$ cat config.mk
export PLATFORM = sky130hd
export DESIGN_NAME = tsw_writer
export DESIGN_NICKNAME = d
export VERILOG_FILES = /design/src/design/bts_pkg.sv /design/src/design/bts_writer.sv
export SDC_FILE = /design/constraint.sdc
export NUM_CORES = 2
export LEC_CHECK = 0
export CAP_MARGIN = 30
export CORE_AREA = 10 10 329 331
export DETAILED_ROUTE_END_ITERATION = 10
export DIE_AREA = 0 0 339 341
export DONT_BUFFER_PORTS = 1
export SLEW_MARGIN = 30
export SYNTH_ARGS = -nofsm -noshare
export SYNTH_HDL_FRONTEND = slang
export SYNTH_SLANG_ARGS = --single-unit
$ cat constraint.sdc
create_clock -name pclk -period 7.53 [get_ports pclk]
set_clock_uncertainty 0.2 [all_clocks]
set_input_delay 1.1295 -clock pclk [delete_from_list [all_inputs] [get_ports pclk]]
set_output_delay 1.1295 -clock pclk [all_outputs]
set_load 0.02 [all_outputs]
$ cat src/design/bts_pkg.sv
/*
 package for the branch trace store writer: register offsets, control bit
 positions, save-area field offsets, record sizes, carrier structs and states.
 assumes a 64-bit linear address space behind the memory port.
*/
package tsw_pkg;
  // apb register byte offsets
  localparam logic [7:0] OFS_CTRL = 8'h00;
  localparam logic [7:0] OFS_PTR_LO = 8'h04;
  localparam logic [7:0] OFS_PTR_HI = 8'h08;
  localparam logic [7:0] OFS_STATUS = 8'h0c;
  localparam logic [7:0] OFS_SIZES = 8'h10;
  // control register bit positions
  localparam int CTRL_TRACE = 0;
  localparam int CTRL_STORE = 1;
  localparam int CTRL_BINT = 2;
  localparam int CTRL_SUPP_SUP = 3;
  localparam int CTRL_SUPP_USR = 4;
  localparam int CTRL_LONG_MODE = 5;
  localparam int CTRL_W = 6;
  localparam logic [5:0] CTRL_RST = 6'h00;
  // status register bit positions
  localparam int STAT_BUSY = 0;
  localparam int STAT_THR_HIT = 1;
  // save-area management fields, 8 bytes each
  localparam logic [63:0] MGMT_BASE = 64'h0000_0000_0000_0000;
  localparam logic [63:0] MGMT_INDEX = 64'h0000_0000_0000_0008;
  localparam logic [63:0] MGMT_LIMIT = 64'h0000_0000_0000_0010;
  localparam logic [63:0] MGMT_THRESH = 64'h0000_0000_0000_0018;
  // record layout: source, target, flags, 8 bytes each
  localparam logic [63:0] FIELD_BYTES = 64'h0000_0000_0000_0008;
  localparam logic [63:0] BRANCH_REC_BYTES = 64'h0000_0000_0000_0018;
  localparam logic [7:0] SAMPLE_REC_BYTES = 8'h90;
  localparam int FLAG_PRED_BIT = 4;
  // branch event carrier
  typedef struct packed {
    logic [63:0] src;
    logic [63:0] dst;
    logic predicted;
    logic [1:0] priv_lvl; // privilege level of the branch
  } tsw_branch_t;
  // memory request carrier
  typedef struct packed {
    logic req;
    logic we;
    logic [63:0] addr;
    logic [63:0] wdata;
  } tsw_mem_req_t;
  // writer states
  typedef enum logic [3:0] {
    ST_IDLE = 4'b0000,
    ST_RD_BASE = 4'b0001,
    ST_RD_INDEX = 4'b0010,
    ST_RD_LIMIT = 4'b0011,
    ST_RD_THRESH = 4'b0100,
    ST_WR_SRC = 4'b0101,
    ST_WR_DST = 4'b0110,
    ST_WR_FLAGS = 4'b0111,
    ST_WR_INDEX = 4'b1000
  } tsw_state_t;
endpackage : tsw_pkg

$ cat src/design/bts_writer.sv
/*
 branch trace store writer: takes taken-branch events, sends them out as
 trace messages or stores them as 24-byte records in a memory buffer that a
 save-area management block in memory describes; apb register slave.
 assumes a memory port that holds ack low until the request is served and
 software that sets up the save area and buffers correctly.
*/
// Our own choices: register access over APB and the placing of the registers.
`timescale 1ns/1ns
`default_nettype none
module tsw_writer #(
  parameter bit PRED_SUPPORTED = 1'b1 // variant reports prediction status
) (
  input wire logic pclk,
  input wire logic presetn,
  input wire logic psel,
  input wire logic penable,
  input wire logic pwrite,
  input wire logic [7:0] paddr,
  input wire logic [31:0] pwdata,
  output logic [31:0] prdata,
  output logic pready,
  output logic pslverr,
  input wire logic br_valid,
  output logic br_ready,
  input wire tsw_pkg::tsw_branch_t br_info,
  output logic msg_valid,
  output tsw_pkg::tsw_branch_t msg_info,
  output tsw_pkg::tsw_mem_req_t mem_req,
  input wire logic [63:0] mem_rdata,
  input wire logic mem_ack,
  output logic buffer_int
);
  import tsw_pkg::*;

  // apb register state
  logic [5:0] ctrl_r, ctrl_nxt; // control flags
  logic [63:0] ptr_r, ptr_nxt; // save-area pointer register
  logic thr_hit_r, thr_hit_nxt; // sticky threshold reached
  logic [31:0] prdata_r, prdata_nxt; // read data latched in setup
  logic pslverr_r, pslverr_nxt; // unmapped address answer
  // writer state
  tsw_state_t state_r, state_nxt;
  tsw_branch_t rec_r, rec_nxt; // record being stored
  logic [63:0] base_r, base_nxt; // buffer base
  logic [63:0] idx_r, idx_nxt; // current index
  logic [63:0] lim_r, lim_nxt; // end limit
  logic [63:0] thr_r, thr_nxt; // interrupt threshold
  logic [63:0] nidx_r, nidx_nxt; // index written back
  tsw_mem_req_t mreq_r, mreq_nxt; // memory request
  logic msg_valid_r, msg_valid_nxt; // bus message strobe
  tsw_branch_t msg_r, msg_nxt; // bus message content
  logic int_r, int_nxt; // interrupt pulse
  // decoded terms
  logic wr_en; // apb write in access phase
  logic rd_setup; // apb transfer in setup phase, read or write
  logic store_ok; // privilege filter passes
  logic thr_event; // threshold met on index write-back
  logic [63:0] adv_idx; // index plus one record, or base when wrapping
  logic mapped; // address hits a register

  // apb handshake: zero wait states
  assign pready = 1'b1;
  assign pslverr = pslverr_r;
  assign prdata = prdata_r;
  assign br_ready = (state_r == ST_IDLE);
  assign msg_valid = msg_valid_r;
  assign msg_info = msg_r;
  assign mem_req = mreq_r;
  assign buffer_int = int_r;

  assign wr_en = psel && penable && pwrite;
  assign rd_setup = psel && !penable;
  assign mapped = (paddr == OFS_CTRL) || (paddr == OFS_PTR_LO) || (paddr == OFS_PTR_HI)
    || (paddr == OFS_STATUS) || (paddr == OFS_SIZES);
  assign thr_event = (state_r == ST_WR_INDEX) && mem_ack && (nidx_r >= thr_r);

  // register file next values
  always_comb begin
    ctrl_nxt = ctrl_r;
    ptr_nxt = ptr_r;
    thr_hit_nxt = thr_hit_r;
    prdata_nxt = prdata_r;
    pslverr_nxt = pslverr_r;
    if (rd_setup) begin
      // answer decided in setup, shown in access
      pslverr_nxt = !mapped;
      prdata_nxt = 32'h0000_0000;
      unique case (paddr)
        OFS_CTRL: prdata_nxt = {26'h000_0000, ctrl_r};
        OFS_PTR_LO: prdata_nxt = ptr_r[31:0];
        OFS_PTR_HI: prdata_nxt = ptr_r[63:32];
        OFS_STATUS: prdata_nxt = {30'h0000_0000, thr_hit_r, (state_r != ST_IDLE)};
        OFS_SIZES: prdata_nxt = {16'h0000, SAMPLE_REC_BYTES, BRANCH_REC_BYTES[7:0]};
        default: prdata_nxt = 32'h0000_0000;
      endcase
    end
    if (wr_en) begin
      unique case (paddr)
        OFS_CTRL: ctrl_nxt = pwdata[CTRL_W-1:0];
        OFS_PTR_LO: ptr_nxt[31:0] = pwdata;
        OFS_PTR_HI: ptr_nxt[63:32] = pwdata;
        OFS_STATUS: begin
          // write one clears
          if (pwdata[STAT_THR_HIT]) begin
            thr_hit_nxt = 1'b0;
          end
        end
        default: ctrl_nxt = ctrl_r;
      endcase
    end
    // set wins over a clear in the same cycle
    if (thr_event) begin
      thr_hit_nxt = 1'b1;
    end
  end

  // register file flops
  always_ff @(posedge pclk or negedge presetn) begin
    if (!presetn) begin
      ctrl_r <= CTRL_RST;
      ptr_r <= 64'h0000_0000_0000_0000;
      thr_hit_r <= 1'b0;
      prdata_r <= 32'h0000_0000;
      pslverr_r <= 1'b0;
    end else begin
      ctrl_r <= ctrl_nxt;
      ptr_r <= ptr_nxt;
      thr_hit_r <= thr_hit_nxt;
      prdata_r <= prdata_nxt;
      pslverr_r <= pslverr_nxt;
    end
  end

  always_comb begin
    store_ok = 1'b1;
    if (ctrl_r[CTRL_SUPP_SUP] && (br_info.priv_lvl == 2'h0)) begin
      store_ok = 1'b0;
    end
    if (ctrl_r[CTRL_SUPP_USR] && (br_info.priv_lvl != 2'h0)) begin
      store_ok = 1'b0;
    end
  end

  always_comb begin
    adv_idx = idx_r + BRANCH_REC_BYTES;
    if (!ctrl_r[CTRL_BINT] && (adv_idx >= lim_r)) begin
      adv_idx = base_r;
    end
  end

  // writer next values
  always_comb begin
    state_nxt = state_r;
    rec_nxt = rec_r;
    base_nxt = base_r;
    idx_nxt = idx_r;
    lim_nxt = lim_r;
    thr_nxt = thr_r;
    nidx_nxt = nidx_r;
    mreq_nxt = mreq_r;
    msg_valid_nxt = 1'b0;
    msg_nxt = msg_r;
    int_nxt = 1'b0;
    unique case (state_r)
      ST_IDLE: begin
        // nothing produced while trace is off
        if (br_valid && ctrl_r[CTRL_TRACE]) begin
          if (!ctrl_r[CTRL_STORE]) begin
            msg_valid_nxt = 1'b1;
            msg_nxt = br_info;
          end else if (store_ok) begin
            rec_nxt = br_info;
            // management area at the 64-bit pointer
            mreq_nxt = '{req: 1'b1, we: 1'b0, addr: ptr_r + MGMT_BASE, wdata: 64'h0};
            state_nxt = ST_RD_BASE;
          end
        end
      end
      ST_RD_BASE: begin
        if (mem_ack) begin
          base_nxt = mem_rdata;
          mreq_nxt.addr = ptr_r + MGMT_INDEX;
          state_nxt = ST_RD_INDEX;
        end
      end
      ST_RD_INDEX: begin
        if (mem_ack) begin
          idx_nxt = mem_rdata;
          mreq_nxt.addr = ptr_r + MGMT_LIMIT;
          state_nxt = ST_RD_LIMIT;
        end
      end
      ST_RD_LIMIT: begin
        if (mem_ack) begin
          lim_nxt = mem_rdata;
          mreq_nxt.addr = ptr_r + MGMT_THRESH;
          state_nxt = ST_RD_THRESH;
        end
      end
      ST_RD_THRESH: begin
        if (mem_ack) begin
          thr_nxt = mem_rdata;
          mreq_nxt = '{req: 1'b1, we: 1'b1, addr: idx_r, wdata: rec_r.src};
          state_nxt = ST_WR_SRC;
        end
      end
      ST_WR_SRC: begin
        if (mem_ack) begin
          // target in the second 8-byte field
          mreq_nxt.addr = idx_r + FIELD_BYTES;
          mreq_nxt.wdata = rec_r.dst;
          state_nxt = ST_WR_DST;
        end
      end
      ST_WR_DST: begin
        if (mem_ack) begin
          mreq_nxt.addr = idx_r + FIELD_BYTES + FIELD_BYTES;
          mreq_nxt.wdata = 64'h0;
          mreq_nxt.wdata[FLAG_PRED_BIT] = PRED_SUPPORTED && rec_r.predicted;
          state_nxt = ST_WR_FLAGS;
        end
      end
      ST_WR_FLAGS: begin
        if (mem_ack) begin
          // keeps storing past the limit in interrupt mode
          nidx_nxt = adv_idx;
          mreq_nxt.addr = ptr_r + MGMT_INDEX;
          mreq_nxt.wdata = adv_idx;
          state_nxt = ST_WR_INDEX;
        end
      end
      ST_WR_INDEX: begin
        if (mem_ack) begin
          int_nxt = thr_event;
          mreq_nxt.req = 1'b0;
          mreq_nxt.we = 1'b0;
          state_nxt = ST_IDLE;
        end
      end
      default: begin
        mreq_nxt.req = 1'b0;
        state_nxt = ST_IDLE;
      end
    endcase
  end

  // writer flops
  always_ff @(posedge pclk or negedge presetn) begin
    if (!presetn) begin
      state_r <= ST_IDLE;
      rec_r <= '0;
      base_r <= 64'h0;
      idx_r <= 64'h0;
      lim_r <= 64'h0;
      thr_r <= 64'h0;
      nidx_r <= 64'h0;
      mreq_r <= '0;
      msg_valid_r <= 1'b0;
      msg_r <= '0;
      int_r <= 1'b0;
    end else begin
      state_r <= state_nxt;
      rec_r <= rec_nxt;
      base_r <= base_nxt;
      idx_r <= idx_nxt;
      lim_r <= lim_nxt;
      thr_r <= thr_nxt;
      nidx_r <= nidx_nxt;
      mreq_r <= mreq_nxt;
      msg_valid_r <= msg_valid_nxt;
      msg_r <= msg_nxt;
      int_r <= int_nxt;
    end
  end
endmodule : tsw_writer
`default_nettype wire

# Yosys cells after proc, flatten, opt, wreduce, memory -nomap -nowiden

Index checks and enable logic that the tools add are counted.

Flip-flop bits (word level): 820
Input port bits: 242
Output and inout port bits: 298
Logic and storage cells: 142

Add/sub/neg operators: 6
$lt $le $gt $ge: 2
Equality and inequality tests: 23
Muxes and demuxes: 40
Bitwise gates (word level): 2
Reductions and logical operators: 44

Operators by type and width:

| cell                                           | number |
|---|---|
| two-way mux 130 bit                            | 4 |
| case mux 64 bit (8 select lines)               | 1 |
| two-way mux 128 bit                            | 3 |
| case mux 64 bit (5 select lines)               | 1 |
| two-way mux 64 bit                             | 4 |
| adder 64 x 4 -> 64 bit (second input constant) | 3 |
| adder 64 x 5 -> 64 bit (second input constant) | 3 |
| case mux 32 bit (5 select lines)               | 1 |
| >= comparator 64 bit                           | 2 |
| two-way mux 4 bit                              | 11 |
| case mux 4 bit (9 select lines)                | 1 |
| AND reduction 11 bit                           | 2 |
| == test 4 x 3 -> 1 bit (second input constant) | 4 |
| == test 8 x 4 -> 1 bit (second input constant) | 2 |
| inequality test 2 bit (second input constant)  | 8 |
| AND reduction 2 bit                            | 8 |
| AND reduction 6 bit                            | 2 |
| two-way mux 1 bit                              | 11 |
| logical AND 1 bit                              | 9 |
| == test 4 x 2 -> 1 bit (second input constant) | 2 |
| == test 8 x 3 -> 1 bit (second input constant) | 1 |
| == test 8 x 5 -> 1 bit (second input constant) | 1 |
| zero test 8 bit                                | 1 |
| AND reduction 8 bit                            | 1 |
| 19 further kinds                               | 31 |

# Longest topological paths before layout

Depth in word-level cells: 8
Depth in mapped cells: 23
Gate-level depth less buffers: 19

# Least setup slack after synthesis

OpenSTA, ideal clock, no wires.

Kind: register to register
Start: register idx_r[3]
End: register mreq_r (netlist bit mem_req[17])
Setup time: 126 ps
Data arrival time: 5,422 ps
Required time: 7,204 ps
Slack: 1,782 ps
Stages on the path, launching flop included: 24
Buffers on the path: 4
Clock period less this slack: 5,748 ps
Cells stage by stage: dfrtp_1 clkbuf_1 inv_1 ha_1 nor3_1 nand4_1 or3_1 clkbuf_1 or2_2 nor4_1 xor2_1 ha_1 a21o_1 a21o_1 a21oi_1 o21ai_0 nor2_1 o211a_1 o21ai_0 a21oi_1 clkbuf_1 buf_1 mux2i_1 a221o_1

Longest elaborated chain between the ends: 6

Ends and longest elaborated chain:

| element                            | RTL line          | source |
|---|---|---|
| start: declaration                 | bts_writer.sv:46  | `logic [63:0] idx_r, idx_nxt;` |
| start signal: assignment           | bts_writer.sv:266 | `idx_r <= idx_nxt;` |
| adder 64 x 5 -> 64 bit *           | bts_writer.sv:146 | `adv_idx = idx_r + BRANCH_REC_BYTES;` |
| >= comparator 64 bit               | bts_writer.sv:147 | `if (!ctrl_r[CTRL_BINT] && (adv_idx >= lim_r)) begin` |
| logical AND 1 bit                  | bts_writer.sv:147 |  |
| two-way mux 64 bit *               | bts_writer.sv:147 |  |
| two-way mux 128 bit *              | bts_writer.sv:225 | `if (mem_ack) begin` |
| case mux 64 bit (5 select lines) * | bts_writer.sv:165 | `unique case (state_r)` |
| end signal: assignment             | bts_writer.sv:270 | `mreq_r <= mreq_nxt;` |
| end: declaration                   | bts_writer.sv:50  | `tsw_mem_req_t mreq_r, mreq_nxt;` |

Mark *: on every way between the ends. The rest lies on a longest branch, timed or not. The select of a mux whose other input is x is not followed.
A chain may end at the register's enable or synchronous reset.

# Final worst setup path

Ends and elaborated chain as after synthesis.

==> flow_summary.ini <==
[floorplan]
die_y_um = 341
num_rows = 117
io_pins = 540
fp.dieArea_um2 = 116000
coreArea_um2 = 101000
initial_utilization = 0.447
die_w_um = 339

[finish]
fin_area_um2 = 49900
final_cells = 5784
layout_common_cells = dfrtp_1 (820), mux2_2 (584), nand2_1 (376)
area_growth_pct = 9.91
drive_gt1_frac = 0.203
fin_nets = 4714
layout_commonest_cell = dfrtp_1

[pwr]
ir_drop_uv = 381
leakage_nw = 22.1
power.density_nw_per_um2 = 408
power.total_mw = 20.4

[clock_tree]
clk_path_buf_depth = 3
clkTransAtPathRegs_ns = 0.07
cts_buffers = 89
ctsResizeCount = 0
cts_tree = done
htree_levels = 3
clk_latency_ns = 0.69
clock-sinks = 820
cts-root-buf = clkbuf_16

[worst_setup_path]
required_ns = 7.88
end_kind = flop
critical_path.cell_chain = inv_1 -> ha_1 -> nor3_1 -> buf_4 -> nand4_1 -> or3_1 -> or2_2 -> nor4_1 -> xor2_1 -> ha_1 -> a21o_1 -> a21o_1 -> a21oi_1 -> o21ai_0 -> nor2_1 -> o211a_1 -> o21ai_0 -> a21oi_4 -> buf_12 -> mux2i_1 -> a221o_1
crit_type = reg -> reg
crit_slowest_cell = dfrtp_1
cp.buffers_inverters = 3
arrival_ns = 6.77
worst_path_largest_cell_delay_ns = 0.57
cp_top_family = simple AND/OR/NAND/NOR gates
crit_fanout = 47
start_kind = flop

[drt]
wl_per_cell_um = 28.2
drcViolationCount = 0
dr_total_vias = 35400
ant_nets = 0
first_pass_iters = 9
drt_wl_total_um = 163000
drt-vias-per-instance = 6.11
initialDrtViolationCount = 3321

[logic_synthesis]
syn_avg_cell_area_um2 = 10.1
ys.flop_type = dfrtp_1
seq_area_frac_synth = 0.452
synth_area_um2 = 45400
synthDistinctLibCells = 92
synth-edff-count = 0
yosysWarningCount = 0
syn_nets = 4885
syn_inst = 4509
yosys_register_bits = 820
synthArstFlopShare = 1.00

[timing]
worst_pin_slew_ns = 1.21
min_period_over_period = 0.852
worst_slack_ns = 1.11
relSlewSlack = 0.196
clock.fmax_ghz = 0.156
min_period_ns = 6.42
hold_viol_final = 0
drv_slew = 0
rsz0062_at_grt = false
setup_tns_ns = 0
setup_viol = 0

[run_status]
status = finished, final reports clean

[job]
drv_cap = 0

[placement]
post_dp_cell_area_um2 = 46500
pre_cts_ws_ns = 1.14
io_buffers = 0
gp_congestion = 1.00
placed_cells = 5609
dp_hpwl_um = 122000

[global_route]
grt_pass1_wl_um = 241000
grt_overflow_total = 0
antenna_found_initial = 1
grt_start_max_net_pins = 677
grt_pass1_vias = 34600
grtUsageTotal = 0.273

[hold_path]
worstHoldPathType = in -> async
stage by stage:
step / hold WS, ns / util
final: 0.173 / 0.492
after global routing: 0.248 / 0.492
after CTS: 0.00261 / 0.491
after detailed placement: 0.268 / 0.458
after global placement: 0.256 / 0.458
after floorplan: 0.244 / -
what timing repair did:
action | 4_1_cts | 5_1_grt
endpoints found under the hold margin | 145 | 8
endpoints found under the setup margin | 0 | 0
hold buffers | 1 | 1
buffers inserted | 0 | 0
cell usage after synthesis (22+ instances only):
cell	number	share of area
buf_1	29	0.0024
mux2_2	584	0.14
ha_1	134	0.037
buf_2	36	0.0040
nor2_1	256	0.021
and3_1	22	0.0030
nor4_1	44	0.0061
mux2i_1	81	0.018
inv_1	153	0.013
and4_1	31	0.0060
nand2_1	383	0.032
a21oi_1	224	0.025
a21o_1	77	0.013
nand4_1	107	0.015
dfrtp_1	820	0.45
clkbuf_1	259	0.021
o211ai_1	22	0.0036
xnor2_1	85	0.016
xor2_1	83	0.016
o21ai_0	356	0.039
nor3_1	96	0.011
or3_1	39	0.0054
a22oi_1	85	0.014
a31oi_1	40	0.0055
nand3_1	115	0.013
layer usage:
| layer | global-route usage | vias up | share of wire |
|---|---|---|---|
| met2 | 0.419 | 1426 | 0.44 |
| met4 | 0.0951 | 2 | 0.036 |
| met5 | 0 | - | 0.000080 |
| met3 | 0.0775 | 266 | 0.091 |
| li1 | - | 16000 | - |
| met1 | 0.365 | 17700 | 0.43 |
worst register-to-register path: stages, from the launching register on:
cell	delay (ns)
dfrtp_1	0.57
inv_1	0.23
ha_1	0.32
nor3_1	0.21
buf_4	0.16
nand4_1	0.26
or3_1	0.57
or2_2	0.36
nor4_1	0.42
xor2_1	0.33
ha_1	0.32
a21o_1	0.18
a21o_1	0.17
a21oi_1	0.15
o21ai_0	0.16
nor2_1	0.11
o211a_1	0.14
o21ai_0	0.18
a21oi_4	0.31
buf_12	0.37
mux2i_1	0.27
a221o_1	0.29
registers in the layout, indices dropped and copies added (netlist names):
register	cells
rec_r	129
idx_r	64
state_r	4
lim_r	64
msg_valid	1
prdata	32
msg_info	131
thr_r	64
ptr_r	64
thr_hit_r	1
buffer_int	1
nidx_r	64
pslverr	1
ctrl_r	6
mem_req	130
base_r	64
worst paths after layout:
path	start	to	slack, ns	cells past startpoint
max in group asynchronous	presetn	mem_req[124]	5.30	2
min in group pclk	thr_hit_r	thr_hit_r	0.28	1
hold reg to reg	thr_hit_r	thr_hit_r	0.28	1
setup / recovery	idx_r[3]	mem_req[17]	1.11	21
setup reg to reg	idx_r[3]	mem_req[17]	1.11	21
hold / removal	presetn	buffer_int	0.17	1
layout make-up:
class                      instances  area [µm²]
clock buffer                     110        2470
tap                             1368        1710
clock inverter                    58         817
timing repair buffer              70         678
inverter                         154         578
fill                            9417       51600
sequential                       820       20500
multi-input combinational       3203       23100
antenna                            1        2.50
logic make-up (layout without fill, tap and decap cells):
group | after synthesis | after routing | share of synthesized area
mux | 667 | 667 | 0.164
compound gates | 996 | 996 | 0.136
other cells | 1 | 2 | 0.0000826
flops | 820 | 820 | 0.452
simple gates | 1237 | 1237 | 0.137
xor+xnor | 168 | 168 | 0.0324
fa+ha+maj | 134 | 134 | 0.0369
buf+inv | 486 | 392 | 0.0417
where the power goes:
| part | total (mW) | switching (mW) | internal, mW |
|---|---|---|---|
| Combinational | 8.20 | 4.98 | 3.22 |
| Clock | 4.85 | 2.00 | 2.85 |
| Sequential | 7.34 | 1.75 | 5.59 |
(Power assumes the default switching activity.)
